**src/design/ofrl_pkg.sv**
```systemverilog
// Package: constants, field layouts and carrier structs for the fault response logic
package ofrl_pkg;

    // ------------------------------------------------------------
    // Command codes and register defaults
    // ------------------------------------------------------------
    localparam logic [7:0] CMD_OC_ACTION  = 8'h47;
    localparam logic [7:0] CMD_UV_ACTION  = 8'h45;
    localparam logic [7:0] OC_ACTION_RST  = 8'h00;
    localparam logic [7:0] UV_ACTION_RST  = 8'hB8;
    localparam logic [6:0] RETRY_INT_RST  = 7'h10;

    // ------------------------------------------------------------
    // Field layout of the response byte
    // ------------------------------------------------------------
    localparam int RESP_HI  = 7;
    localparam int RESP_LO  = 6;
    localparam int RETRY_HI = 5;
    localparam int RETRY_LO = 3;
    localparam int DLY_HI   = 2;
    localparam int DLY_LO   = 0;

    localparam logic [1:0] RESP_IGNORE  = 2'h0;
    localparam logic [1:0] RESP_DEGLTCH = 2'h1;
    localparam logic [1:0] RESP_SHUT    = 2'h2;
    localparam logic [1:0] RESP_BAD     = 2'h3;
    localparam logic [2:0] RETRY_FOREVR = 3'h7;

    // ------------------------------------------------------------
    // Timing
    // ------------------------------------------------------------
    localparam int CLK_HZ       = 20_000_000;
    localparam int DLY_UNIT_NS  = 10_000;
    localparam int CLK_NS       = 1_000_000_000 / CLK_HZ;
    localparam int TICK_CYC     = DLY_UNIT_NS / CLK_NS;
    localparam logic [8:0] TICK_LAST = 9'(TICK_CYC - 1);
    localparam int RETRY_UNIT_CYC    = 4096;

    // ------------------------------------------------------------
    // Status bit positions
    // ------------------------------------------------------------
    localparam int SB_NOTA  = 0;
    localparam int SW_VOUT  = 15;
    localparam int SV_UVF   = 4;
    localparam int SV_TON   = 2;

    // ------------------------------------------------------------
    // Carriers
    // ------------------------------------------------------------
    typedef struct packed {
        logic       wr;
        logic       rd;
        logic [7:0] cmd;
        logic [7:0] data;
    } ofrl_req_s;

    typedef struct packed {
        logic        ton_delay_done;
        logic        ton_rise_done;
        logic        ton_max_reached;
        logic        uv_thr_reached;
        logic        oc_present;
        logic        ramping;
        logic        active;
    } ofrl_seq_s;

    typedef struct packed {
        logic [7:0]  status_byte;
        logic [15:0] status_word;
        logic [7:0]  status_vout;
    } ofrl_stat_s;

    function automatic logic [1:0] resp_of(input logic [7:0] b);
        return b[RESP_HI:RESP_LO];
    endfunction

    function automatic logic [2:0] retry_of(input logic [7:0] b);
        return b[RETRY_HI:RETRY_LO];
    endfunction

endpackage

```
**src/design/ofrl_tick.sv**
```systemverilog
// Prescaler producing one pulse per 10 us delay unit
`timescale 1ns/1ns
module ofrl_tick (
    input  wire logic clk_in,
    input  wire logic rst_in,
    input  wire logic ce_in,
    output logic      tick_out
);
    logic [8:0] cnt_ff;
    wire        at_last = (cnt_ff == ofrl_pkg::TICK_LAST);

    always_ff @(posedge clk_in or posedge rst_in) begin
        if (rst_in) begin
            cnt_ff   <= 9'h000;
            tick_out <= 1'b0;
        end else if (ce_in) begin
            cnt_ff   <= at_last ? 9'h000 : cnt_ff + 9'h001;
            tick_out <= at_last;
        end
    end
endmodule

```
**src/design/ofrl_deglitch.sv**
```systemverilog
// Deglitch delay counter for the delayed shutdown response
`timescale 1ns/1ns
module ofrl_deglitch (
    input  wire logic       clk_in,
    input  wire logic       rst_in,
    input  wire logic       ce_in,
    input  wire logic       tick_in,
    input  wire logic       fault_in,
    input  wire logic [2:0] delay_in,
    output logic            expired_out
);
    logic [2:0] cnt_ff;

    always_ff @(posedge clk_in or posedge rst_in) begin
        if (rst_in) begin
            cnt_ff      <= 3'h0;
            expired_out <= 1'b0;
        end else if (ce_in) begin
            if (!fault_in) begin
                cnt_ff      <= 3'h0;
                expired_out <= 1'b0;
            end else if (cnt_ff >= delay_in) begin
                expired_out <= 1'b1;
            end else if (tick_in) begin
                cnt_ff <= cnt_ff + 3'h1;
            end
        end
    end
endmodule

```
**src/design/ofrl_top.sv**
```systemverilog
// Per-channel output undervoltage and turn-on timeout fault response logic
// Overview of operation
// - UV fault sets VOUT summary and UV status bits and asserts alert.
// - UV detection masked until delay, rise, timeout, threshold done, no overcurrent.
// - UV detection masked whenever the channel is inactive.
// - UV detection masked during ramp-up and ramp-down sequencing.
// - Response 00 keeps running; only flags and alerts.
// - Response 01 runs for delay, then acts per retry field if still faulted.
// - Response 10 disables output at once, then acts per retry field.
// - Writing response 11 raises a CML fault.
// - Retry 000-110 stays off until commanded off or bias removed.
// - Retry 111 restarts forever at the retry interval until commanded off.
// - Delay field counts 10us steps, deglitched response only.
// - UV and timeout fault bits hold until clear-faults, off-then-on, or bias cycle; CML fault until clear-faults or bias cycle.
// - UV response configuration taken as a single byte write.
// - Timeout fault sets none-of-above, VOUT summary, timeout bits; asserts alert.
// - Timeout response value zero disables that response.
// - Overcurrent response byte at 0x47, read/write, default 0x00.
`timescale 1ns/1ns
module ofrl_top (
    input  wire logic                 clk_in,
    input  wire logic                 rst_in,
    input  wire logic                 ce_in,
    input  wire ofrl_pkg::ofrl_req_s  req_in,
    input  wire logic                 clear_faults_in,
    input  wire logic                 channel_run_pin_in,
    input  wire logic                 op_on_in,
    input  wire ofrl_pkg::ofrl_seq_s  seq_in,
    input  wire logic                 uv_raw_in,
    input  wire logic                 ton_timeout_in,
    input  wire logic [7:0]           ton_action_in,
    input  wire logic [6:0]           restart_interval_setting_in,
    output ofrl_pkg::ofrl_stat_s      stat_out,
    output logic [7:0]                rd_data_out,
    output logic                      cml_fault_out,
    output logic                      alert_n_out,
    output logic                      out_enable_out,
    output logic                      restart_req_out
);
    // ------------------------------------------------------------
    // States
    // ------------------------------------------------------------
    typedef enum logic [3:0] {
        ST_RUN   = 4'h1,
        ST_SHUT  = 4'h2,
        ST_WAIT  = 4'h4,
        ST_LATCH = 4'h8
    } ofrl_st_e;

    ofrl_st_e    st_ff;
    ofrl_st_e    nxt_st;
    logic [7:0]  uv_cfg_ff;
    logic [7:0]  oc_cfg_ff;
    logic        uv_flag_ff;
    logic        ton_flag_ff;
    logic        on_ff;
    logic        cml_ff;
    logic [18:0] retry_cnt_ff;
    logic        tick;
    logic        dg_expired;

    // ------------------------------------------------------------
    // Decode
    // ------------------------------------------------------------
    wire on_cmd      = channel_run_pin_in & op_on_in;
    wire on_rise     = on_cmd & ~on_ff;
    wire flag_clr    = clear_faults_in | on_rise;
    wire wr_uv       = req_in.wr & (req_in.cmd == ofrl_pkg::CMD_UV_ACTION);
    wire wr_oc       = req_in.wr & (req_in.cmd == ofrl_pkg::CMD_OC_ACTION);
    wire wr_uv_bad   = wr_uv & (ofrl_pkg::resp_of(req_in.data) == ofrl_pkg::RESP_BAD);
    wire [1:0] resp  = ofrl_pkg::resp_of(uv_cfg_ff);
    wire [2:0] retry = ofrl_pkg::retry_of(uv_cfg_ff);
    wire [2:0] dly   = uv_cfg_ff[ofrl_pkg::DLY_HI:ofrl_pkg::DLY_LO];

    wire uv_ready    = seq_in.ton_delay_done & seq_in.ton_rise_done &
                       seq_in.ton_max_reached & seq_in.uv_thr_reached & ~seq_in.oc_present;
    wire uv_unmask   = uv_ready & seq_in.active & ~seq_in.ramping;
    wire uv_fault    = uv_raw_in & uv_unmask & (st_ff == ST_RUN);
    wire ton_fault   = ton_timeout_in & (ton_action_in != 8'h00);

    wire [18:0] retry_len = 19'(restart_interval_setting_in) * 19'(ofrl_pkg::RETRY_UNIT_CYC);
    wire retry_done  = (retry_cnt_ff >= retry_len);
    wire uv_trip_now = (resp == ofrl_pkg::RESP_SHUT) & uv_fault;
    wire uv_trip_dly = (resp == ofrl_pkg::RESP_DEGLTCH) & dg_expired;
    wire uv_trip     = uv_trip_now | uv_trip_dly;

    // ------------------------------------------------------------
    // Response state machine
    // ------------------------------------------------------------
    always_comb begin
        nxt_st = st_ff;
        unique case (st_ff)
            ST_RUN: begin
                if (on_cmd && uv_trip) begin
                    nxt_st = ST_SHUT;
                end
            end
            ST_SHUT: begin
                nxt_st = (retry == ofrl_pkg::RETRY_FOREVR) ? ST_WAIT : ST_LATCH;
            end
            ST_WAIT: begin
                if (retry_done) begin
                    nxt_st = ST_RUN;
                end
            end
            ST_LATCH: begin
                nxt_st = ST_LATCH;
            end
            default: begin
                nxt_st = ST_RUN;
            end
        endcase
        if (!on_cmd) begin
            nxt_st = ST_RUN;
        end
    end

    always_ff @(posedge clk_in or posedge rst_in) begin
        if (rst_in) begin
            st_ff        <= ST_RUN;
            retry_cnt_ff <= 19'h00000;
            on_ff        <= 1'b0;
        end else if (ce_in) begin
            st_ff        <= nxt_st;
            retry_cnt_ff <= (st_ff == ST_WAIT) ? retry_cnt_ff + 19'h00001 : 19'h00000;
            on_ff        <= on_cmd;
        end
    end

    // ------------------------------------------------------------
    // Configuration registers
    // ------------------------------------------------------------
    always_ff @(posedge clk_in or posedge rst_in) begin
        if (rst_in) begin
            uv_cfg_ff <= ofrl_pkg::UV_ACTION_RST;
            oc_cfg_ff <= ofrl_pkg::OC_ACTION_RST;
        end else if (ce_in) begin
            if (wr_uv && !wr_uv_bad) begin
                uv_cfg_ff <= req_in.data;
            end
            if (wr_oc) begin
                oc_cfg_ff <= req_in.data;
            end
        end
    end

    // ------------------------------------------------------------
    // Sticky flags
    // ------------------------------------------------------------
    always_ff @(posedge clk_in or posedge rst_in) begin
        if (rst_in) begin
            uv_flag_ff  <= 1'b0;
            ton_flag_ff <= 1'b0;
            cml_ff      <= 1'b0;
        end else if (ce_in) begin
            uv_flag_ff  <= uv_fault | (uv_flag_ff & ~flag_clr);
            ton_flag_ff <= ton_fault | (ton_flag_ff & ~flag_clr);
            cml_ff      <= wr_uv_bad | (cml_ff & ~clear_faults_in);
        end
    end

    // ------------------------------------------------------------
    // Registered outputs
    // ------------------------------------------------------------
    wire [7:0] rd_mux = (req_in.cmd == ofrl_pkg::CMD_UV_ACTION) ? uv_cfg_ff :
                        (req_in.cmd == ofrl_pkg::CMD_OC_ACTION) ? oc_cfg_ff : 8'h00;

    always_ff @(posedge clk_in or posedge rst_in) begin
        if (rst_in) begin
            stat_out        <= '0;
            rd_data_out     <= 8'h00;
            cml_fault_out   <= 1'b0;
            alert_n_out     <= 1'b1;
            out_enable_out  <= 1'b0;
            restart_req_out <= 1'b0;
        end else if (ce_in) begin
            stat_out.status_byte <= 8'(ton_flag_ff) << ofrl_pkg::SB_NOTA;
            stat_out.status_word <= 16'(uv_flag_ff | ton_flag_ff) << ofrl_pkg::SW_VOUT;
            stat_out.status_vout <= (8'(uv_flag_ff) << ofrl_pkg::SV_UVF) |
                                    (8'(ton_flag_ff) << ofrl_pkg::SV_TON);
            if (req_in.rd) begin
                rd_data_out <= rd_mux;
            end
            cml_fault_out   <= cml_ff;
            alert_n_out     <= ~(uv_flag_ff | ton_flag_ff | cml_ff);
            out_enable_out  <= on_cmd & (nxt_st == ST_RUN);
            restart_req_out <= (st_ff == ST_WAIT) & retry_done;
        end
    end

    ofrl_tick u_tick (
        .clk_in   (clk_in),
        .rst_in   (rst_in),
        .ce_in    (ce_in),
        .tick_out (tick)
    );

    ofrl_deglitch u_dg (
        .clk_in      (clk_in),
        .rst_in      (rst_in),
        .ce_in       (ce_in),
        .tick_in     (tick),
        .fault_in    (uv_fault & (resp == ofrl_pkg::RESP_DEGLTCH)),
        .delay_in    (dly),
        .expired_out (dg_expired)
    );
endmodule

```
**config.mk**
```make
export PLATFORM = sky130hd
export DESIGN_NAME = ofrl_top
export DESIGN_NICKNAME = d
export VERILOG_FILES = /design/src/design/ofrl_pkg.sv /design/src/design/ofrl_tick.sv /design/src/design/ofrl_deglitch.sv /design/src/design/ofrl_top.sv
export SDC_FILE = /design/constraint.sdc
export NUM_CORES = 1
export LEC_CHECK = 0
export ABC_AREA = 0
export BUFFER_PORTS_ARGS = -buffer_cell sky130_fd_sc_hd__buf_2
export CELL_PAD_IN_SITES_DETAIL_PLACEMENT = 0
export CELL_PAD_IN_SITES_GLOBAL_PLACEMENT = 1
export CORE_ASPECT_RATIO = 1.4
export CORE_MARGIN = 2
export CORE_UTILIZATION = 41
export CTS_CLUSTER_SIZE = 40
export DETAILED_ROUTE_END_ITERATION = 6
export PLACE_DENSITY_LB_ADDON = 0.3
export SLEW_MARGIN = 5
export SYNTH_ARGS = -nofsm -noshare
export SYNTH_HDL_FRONTEND = slang
export SYNTH_SLANG_ARGS = --single-unit
```
**constraint.sdc**
```tcl
create_clock -name clk_in -period 2.4 [get_ports clk_in]
set_input_delay 0.12 -clock clk_in [delete_from_list [all_inputs] [get_ports clk_in]]
set_output_delay 0.12 -clock clk_in [all_outputs]
set_load 0.02 [all_outputs]
```
==> reports/qor.yml, run 1 <==
outcome:
  status: "finished clean"
drt:
  remaining_drc_errors: 0
  final_antenna_net_count: 0
  vias: 2951
  avgViaCountPerCell: 5.20
  first_pass_iters: 4
  routed_wl_um: 8050
  first_iter_violations: 149
  wl_per_cell_um: 14.2
synth:
  yosys.area_share.adder: 0.0449
  synth_top_family_by_area: "simple AND/OR/NAND/NOR gates"
  synth_mux_area_frac: 0.0606
  ys_ff_latch: 72
  synth-warning-count: 0
  syn_inst: 384
  synth_compound_area_frac: 0.115
  synth-seq-area-share: 0.464
  synth_xor_area_frac: 0.0404
  synthDistinctLibCells: 55
  synth-edff-count: 0
  synth_area_um2: 3900
  synth_simple_gate_area_frac: 0.186
  synth_flop_cell: "dfrtp_1"
  async_flop_share: 1.00
  syn_avg_cell_area_um2: 10.2
clocking:
  cts_buffer_depth: 2
  worstSkewPairLatency_ps: 340
  cts_resized: 0
  cts-root-buf: "clkbuf_16"
  cts_tree: "done"
  cts-buffers-inserted: 9
  cts_sinks: 72
  htreeDepth: 3
  clkTransAtPathRegs_ps: 60
placement:
  io_buffer_count: 63
  gp_congestion: 0.751
  place_hpwl_um: 5920
final_layout:
  final_util: 0.490
  antenna_cells: 0
  multi_input_area_um2: 1850
  layout_common_cells: "dfrtp_1, buf_2, nand2_1, conb_1, nor2_1"
  final_common_cell: "dfrtp_1"
  finalNetCount: 515
  seqCellArea_um2: 1810
  n_fill_cell: 883
  drive_gt1_frac: 0.258
  synthToLayoutAreaGrowth_pct: 17.5
floorplan:
  die_h_um: 119
  initial_core_util: 0.417
  die_area_um2: 10300
  std_cell_rows: 42
  io_pins: 92
  coreArea_um2: 9350
  die-width_um: 86.4
global_routing:
  antenna_found_initial: 0
  met3_usage: 0.0381
  grtUsageMet1: 0.207
  grtUsageMet2: 0.290
  grt.overflow.total: 0
  top_usage_layer: "met2"
  grt_first_pass_wirelength_um: 14000
  grt_usage: 0.172
  grt_start_max_net_pins: 73
  grt_pass1_vias: 2983
sta:
  rsz0062_at_grt: "false"
  min_period_ps: 1990
  setup_viol: 0
  fin_skew_ps: 6.05
  max_freq_mhz: 502
  hold_viol_final: 0
  fin_setup_tns_ps: 0
  worst_slew_pin_slew_ps: 603
  maxSlewHeadroom: 0.592
  slew_viol_final: 0
  period_share: 0.830
job:
  maxCapViolCount: 0
setup_path:
  worstSetupPathType: "flop to flop"
  arrival_ps: 2270
  start_kind: "flop"
  cp_max_fo: 6
  worstPathRequired_ps: 2680
  reg2reg_depth: 4
  rr_startpoint: "st_ff[0]"
  crit_path_end_kind: "flop"
  r2r_slack_ps: 410
  reg2reg_to: "u_dg.cnt_ff[0]"
hold_path:
  min_to: "uv_cfg_ff[4]"
  holdPathStages: 2
  hold_start: "req_in[4]"
  hp-class: "primary input to flop"
pwr:
  power.leakage_nw: 2.21
  ir_drop_mv: 0.389
  power-per-cell-area_nw_per_um2: 694
## synthesized netlist by cell type, drive strengths merged, types with 2 or more instances
master | instances | share of area
a21o | 2 | 0.0038
a21oi | 18 | 0.023
a22o | 4 | 0.0090
a22oi | 8 | 0.015
a31o | 2 | 0.0045
a32oi | 2 | 0.0045
and2 | 2 | 0.0032
and3 | 5 | 0.0080
and4 | 3 | 0.0067
buf | 32 | 0.061
clkbuf | 6 | 0.0058
dfrtp | 66 | 0.42
dfstp | 6 | 0.040
ha | 14 | 0.045
inv | 21 | 0.020
mux2 | 19 | 0.061
nand2 | 31 | 0.030
nand2b | 3 | 0.0048
nand3 | 15 | 0.022
nand4 | 9 | 0.018
nor2 | 28 | 0.035
nor2b | 4 | 0.0064
nor3 | 5 | 0.0064
nor4 | 7 | 0.011
nor4b | 3 | 0.0067
o21ai | 25 | 0.032
o2bb2ai | 2 | 0.0045
or3 | 5 | 0.0080
or4 | 3 | 0.0067
xnor2 | 11 | 0.025
xor2 | 7 | 0.016
## worst max path at each step
stage                     from        endpoint  slack, ps  depth (start not counted)
detailed placement  req_in[11]    uv_cfg_ff[1]        460                          6
finish                st_ff[0]  u_dg.cnt_ff[0]        410                          4
CTS                   st_ff[0]  u_dg.cnt_ff[0]        440                          4
global route          st_ff[0]  u_dg.cnt_ff[0]        180                          4
global placement      st_ff[0]  out_enable_out        480                          5
floorplan               rst_in   cml_fault_out        470                          1
## routing by layer
layer / share of wire / routed length (µm)
met2: 0.52 / 4210
met5: 0 / 0
met3: 0.039 / 318
met1: 0.41 / 3340
met4: 0.023 / 187
## final cells by class
type	count	share of cell area
Tap cell	110	0.0300
Timing Repair Buffer	69	0.0819
Clock buffer	9	0.0491
Clock inverter	7	0.0227
Multi-Input combinational cell	279	0.404
Sequential cell	72	0.395
Inverter	22	0.0180
## where the power goes
group          internal [mW]  switching (mW)  leakage (nW)
clock network          0.922           0.549         0.161
registers               1.30          0.0761         0.956
logic                  0.142           0.195          1.09
## through the flow
step           instances  setup slack (ps)  cell area (µm²)  total power [mW]  hold slack (ps)
3_3_place_gp         551               475             4250              1.72              230
2_1_floorplan        411               465             4000              1.65              268
3_5_place_dp         551               459             4250              1.74              236
6_report             568               409             4580              3.18             24.8
4_1_cts              568               445             4580              3.22             16.5
5_1_grt              568               180             4580              3.34             14.6
## what timing repair did
| action | CTS | global route |
|---|---|---|
| endpoints found under the hold margin | 66 | 0 |
| hold buffers | 1 | 0 |
| setup buffers | 0 | 0 |
## flip-flops by register name (all words and copies together), names as in the netlist, 3 cells and up
signal / flops
stat_out: 3
uv_cfg_ff: 8
oc_cfg_ff: 8
st_ff: 4
rd_data_out: 8
u_tick.cnt_ff: 9
u_dg.cnt_ff: 3
retry_cnt_ff: 19
## critical path, cell delays in order, from the launching register on
cell     delay [ps]
dfstp_2         580
nor4b_1         520
nand4_1         250
nor3_1          360
mux2_2          220
## kinds of logic (layout without fill, tap and decap cells)
group           count (synthesis)  after routing
fa+ha+maj                      14             14
xor+xnor                       18             18
buf+inv                        60            107
mux                            19             19
compound gates                 72             72
other cells                     1             28
simple gates                  128            128
flops                          72             72
Note: power is estimated with default switching activity, not from simulation.
==> run 2, diff against run 1 <==
--- a/config.mk
+++ b/config.mk
@@ -11,7 +11,7 @@
 export CELL_PAD_IN_SITES_GLOBAL_PLACEMENT = 1
 export CORE_ASPECT_RATIO = 1.4
 export CORE_MARGIN = 2
-export CORE_UTILIZATION = 41
+export CORE_UTILIZATION = 37
 export CTS_CLUSTER_SIZE = 40
 export DETAILED_ROUTE_END_ITERATION = 6
 export PLACE_DENSITY_LB_ADDON = 0.3
==> constraint.sdc (replaced) <==
create_clock -name clk_in -period 1.64 [get_ports clk_in]
set_input_delay 0.082 -clock clk_in [delete_from_list [all_inputs] [get_ports clk_in]]
set_output_delay 0.082 -clock clk_in [all_outputs]
set_load 0.02 [all_outputs]
==> run 2 against run 1 <==
  * The flow now finishes with violations (negative setup slack)
  * Critical path depth increased by 3
  * Global-route usage decreased by 1.5 points
  * Final cell count increased by 14%
  * Critical endpoint unchanged
  * Via count increased by 6.6%
  * Hold slack lost 5.1 ps
  * Register-to-register slack got worse by 460 ps
  * First-iteration DRC count is 1.3% higher
  * Setup slack worse by 460 ps
  * Combinational power up 61%
  * Sequential cell count did not move
==> reports/qor.yml, run 2 (synthesis gave the netlist of run 1 again) <==
outcome:
  status: "finished with violations"
  violations: "negative setup slack"
setup_path:
  arrival_ps: 1910
  crit_chain: "inv_1, ha_1, nand2b_4, a21oi_4, o211ai_1, a31o_2, mux2_4"
  cp_max_fo: 3
  start_kind: "flop"
  rr_startpoint: "u_dg.cnt_ff[0]"
  max_stage_delay_ps: 340
  reg2reg_depth: 7
  worstPathRequired_ps: 1860
  crit_family: "compound AO/OA/AOI/OAI gates"
  r2r_slack_ps: -50
  crit_path_end_kind: "flop"
  cp_slowest_cell: "dfrtp_1"
  reg2reg_to: "u_dg.cnt_ff[0]"
  worstSetupPathType: "flop to flop"
  critPathBufInv: 1
final_layout:
  drive_gt1_frac: 0.364
  layout_common_cells: "dfrtp_1, buf_2, buf_4, nand2_1, conb_1"
  largest_register_ffs: 19
  top_register: "retry_cnt_ff"
  final_common_cell: "dfrtp_1"
  synthToLayoutAreaGrowth_pct: 32.5
  multi_input_area_um2: 1990
  n_fill_cell: 1032
  seqCellArea_um2: 1810
  finalNetCount: 568
  final_util: 0.500
  final_design_area_no_fill_um2: 5170
  largestRegisters: "retry_cnt_ff (19), u_tick.cnt_ff (9)"
  antenna_cells: 0
pwr:
  comb_power_share: 0.117
  clockPowerShare: 0.449
  switching_power_mw: 1.17
  pwr-share-seq: 0.434
  power.leakage_nw: 2.52
  p_sw_frac: 0.252
  power-per-cell-area_nw_per_um2: 896
  p_int_mw: 3.47
  ir_drop_mv: 0.726
global_routing:
  antenna_found_initial: 0
  grt_usage: 0.158
  top_usage_layer: "met2"
  grt.overflow.total: 0
  met3_usage: 0.0428
  grt_first_pass_wirelength_um: 14500
  grt_pass1_vias: 3188
  grt_start_max_net_pins: 73
  grtUsageMet2: 0.282
  grtUsageMet1: 0.176
placement:
  dpl_cell_area_um2: 4610
  gp_congestion: 0.779
  io_buffer_count: 63
  place_hpwl_um: 6400
  post-place-ws_ps: -223
sta:
  hold_viol_final: 0
  setup_viol: 3
  min_period_ps: 1690
  max_freq_mhz: 591
  finalHoldWorstSlack_ps: 19.7
  fin_skew_ps: 7.11
  setup_slack_ps: -50.9
  period_share: 1.03
  slew_viol_final: 0
  rsz0062_at_grt: "true"
clocking:
  cts-buffers-inserted: 9
  cts_tree: "done"
  htreeDepth: 3
  cts_buffer_depth: 2
  worstSkewPairLatency_ps: 330
  cts_sinks: 72
  cts-root-buf: "clkbuf_16"
  clkTransAtPathRegs_ps: 60
drt:
  wl_per_cell_um: 13.3
  first_pass_iters: 4
  routed_wl_um: 8620
  remaining_drc_errors: 0
  final_antenna_net_count: 0
  vias: 3146
  avgViaCountPerCell: 4.85
  first_iter_violations: 151
job:
  maxCapViolCount: 0
floorplan:
  die_area_um2: 11400
  initial_core_util: 0.377
  die_h_um: 125
  std_cell_rows: 44
  coreArea_um2: 10300
  io_pins: 92
  die-width_um: 90.8
hold_path:
  hold_start: "ton_timeout_in"
  holdPathStages: 2
  hp-class: "primary input to flop"
  min_to: "ton_flag_ff"
==> run 2: layer usage <==
metal	part of all wire	routed length, µm
met2	0.52	4500
met5	0	0
met4	0.022	187
met1	0.42	3580
met3	0.040	341
==> run 2: how the worst max path moves through the flow <==
stage,startpoint,end,slack (ps),depth (start not counted)
6_report,u_dg.cnt_ff[0],u_dg.cnt_ff[0],-50,7
5_1_grt,u_dg.cnt_ff[0],u_dg.cnt_ff[0],-130,8
4_1_cts,u_dg.cnt_ff[0],u_dg.cnt_ff[0],-60,7
3_5_place_dp,retry_cnt_ff[14],restart_req_out,-220,6
2_1_floorplan,u_dg.cnt_ff[0],u_dg.cnt_ff[0],5,7
3_3_place_gp,retry_cnt_ff[14],restart_req_out,-180,6
==> run 2: power groups by stage <==
stage          clock network [mW]  registers (mW)  logic [mW]
2_1_floorplan                   0            2.03       0.392
3_3_place_gp                    0            2.03       0.506
3_5_place_dp                    0            2.04       0.530
4_1_cts                      2.14            2.01       0.546
5_1_grt                      2.22            2.03       0.609
6_report                     2.08            2.01       0.543
==> run 2: what timing repair did <==
action,4_1_cts,5_1_grt
setup endpoints to repair,9,15
hold buffers,7,0
gates resized for setup,11,17
hold endpoints to repair,78,0
setup buffers,1,5
pin swaps,9,11
==> run 2: cell type report <==
class	instances	area share
Sequential cell	72	0.350
Clock inverter	7	0.0182
Clock buffer	9	0.0436
Inverter	22	0.0167
Multi-Input combinational cell	279	0.385
Tap cell	138	0.0334
Timing Repair Buffer	122	0.153
==> run 2: per-stage QoR <==
step	setup TNS (ps)	std cells	total power, mW
detailed placement	-1030	620	2.57
CTS	-179	644	4.69
global route	-735	649	4.86
finish	-81.1	649	4.63
global placement	-701	620	2.54
floorplan	0	411	2.42
==> run 3, diff against run 2 <==
--- a/config.mk
+++ b/config.mk
@@ -12,8 +12,10 @@
 export CORE_ASPECT_RATIO = 1.4
 export CORE_MARGIN = 2
 export CORE_UTILIZATION = 37
+export CTS_CLUSTER_DIAMETER = 150
 export CTS_CLUSTER_SIZE = 40
 export DETAILED_ROUTE_END_ITERATION = 6
+export MAX_ROUTING_LAYER = met4
 export PLACE_DENSITY_LB_ADDON = 0.3
 export SLEW_MARGIN = 5
 export SYNTH_ARGS = -nofsm -noshare
==> run 3 against run 2 <==
  * The run still ends with negative setup slack left
  * Register-to-register slack about the same
  * Design area unchanged
  * Hold slack got worse by 2.7 ps
  * Critical path type unchanged
==> reports/qor.yml, run 3 (synthesis gave the netlist of run 1 again) <==
pwr:
  power-per-cell-area_nw_per_um2: 897
  ir_drop_mv: 0.732
  power.leakage_nw: 2.52
  total_power_mw: 4.64
clocking:
  cts-buffers-inserted: 9
  cts_tree: "done"
  worstSkewPairLatency_ps: 330
  cts_buffer_depth: 2
  htreeDepth: 3
  clkTransAtPathRegs_ps: 60
  cts-root-buf: "clkbuf_16"
  cts_sinks: 72
setup_path:
  worstPathRequired_ps: 1860
  crit_chain: "inv_1, ha_1, nand2b_4, a21oi_4, o211ai_1, a31o_2, mux2_4"
  critPathBufInv: 1
  worstSetupPathType: "flop to flop"
  arrival_ps: 1910
  start_kind: "flop"
  cp_slowest_cell: "dfrtp_1"
  cp_max_fo: 3
  crit_family: "compound AO/OA/AOI/OAI gates"
  crit_path_end_kind: "flop"
  max_stage_delay_ps: 340
drt:
  final_antenna_net_count: 0
  remaining_drc_errors: 0
  routed_wl_um: 8610
  first_pass_iters: 4
  avgViaCountPerCell: 4.86
  vias: 3156
  wl_per_cell_um: 13.3
  first_iter_violations: 147
floorplan:
  die_area_um2: 11400
  std_cell_rows: 44
  die-width_um: 90.8
  initial_core_util: 0.377
  die_h_um: 125
  coreArea_um2: 10300
  io_pins: 92
hold_path:
  hp-class: "primary input to flop"
placement:
  dpl_cell_area_um2: 4610
  place_hpwl_um: 6400
  io_buffer_count: 63
  dp.cells: 620
  gp_congestion: 0.790
  post-place-ws_ps: -223
final_layout:
  largest_register_ffs: 19
  final_common_cell: "dfrtp_1"
  fin_cells: 649
  top_register: "retry_cnt_ff"
  finalNetCount: 568
  synthToLayoutAreaGrowth_pct: 32.5
  drive_gt1_frac: 0.364
  antenna_cells: 0
  final_util: 0.500
  largestRegisters: "retry_cnt_ff (19), u_tick.cnt_ff (9)"
  n_fill_cell: 1032
  final_design_area_no_fill_um2: 5170
  layout_common_cells: "dfrtp_1, buf_2, buf_4, nand2_1, conb_1"
global_routing:
  grt_usage: 0.162
  grt_start_max_net_pins: 73
  grt_pass1_vias: 3193
  grt_first_pass_wirelength_um: 14600
  antenna_found_initial: 0
  grt.overflow.total: 0
sta:
  fin_skew_ps: 5.93
  period_share: 1.03
  setup_slack_ps: -50.5
  setup_viol: 3
  max_freq_mhz: 592
  hold_viol_final: 0
  rsz0062_at_grt: "true"
  slew_viol_final: 0
  fin_setup_tns_ps: -78.0
  finalHoldWorstSlack_ps: 17.0
  min_period_ps: 1690
job:
  maxCapViolCount: 0
outcome:
  violations: "negative setup slack"
  status: "finished with violations"
run 3: cell counts in the layout (fill, tap and decap cells not counted):
Identical to the previous run, type by type.
run 3: worst paths after layout:
kind | start | end | slack, ps | cells past startpoint
worst max-delay path | u_dg.cnt_ff[0] | u_dg.cnt_ff[0] | -50 | 7
worst min-delay path | ton_timeout_in | ton_flag_ff | 20 | 2
worst max register to register | u_dg.cnt_ff[0] | u_dg.cnt_ff[0] | -50 | 7
worst min register to register | rd_data_out[2] | rd_data_out[2] | 480 | 2
max in group asynchronous | rst_in | uv_cfg_ff[3] | 910 | 4
min in group asynchronous | rst_in | uv_flag_ff | 400 | 4
run 3: repair_timing:
item,CTS,global route
hold buffers,7,0
resized for setup,11,17
endpoints found under the setup margin,9,15
buffers inserted,1,5
pin swaps,9,11
endpoints found under the hold margin,78,0
run 3: layer usage:
| metal | part of all wire | track usage | wire, µm | vias up |
|---|---|---|---|---|
| met5 | 0 | - | 0 | - |
| met4 | 0.022 | 0.0642 | 191 | 0 |
| met3 | 0.039 | 0.0416 | 339 | 16 |
| met2 | 0.53 | 0.282 | 4550 | 79 |
| met1 | 0.41 | 0.177 | 3540 | 1511 |
| li1 | - | - | - | 1550 |
run 3: area by class of cell:
type | count | area [µm²] | share of cell area
Clock inverter | 7 | 93.8 | 0.0182
Timing Repair Buffer | 122 | 792 | 0.153
Sequential cell | 72 | 1810 | 0.350
Multi-Input combinational cell | 279 | 1990 | 0.385
Tap cell | 138 | 173 | 0.0334
Clock buffer | 9 | 225 | 0.0436
Inverter | 22 | 86.3 | 0.0167
run 3: report_power, final:
group          internal (mW)  total (mW)  switching, mW
combinational          0.237       0.543          0.306
sequential              1.90        2.01          0.109
clock                   1.33        2.09          0.757
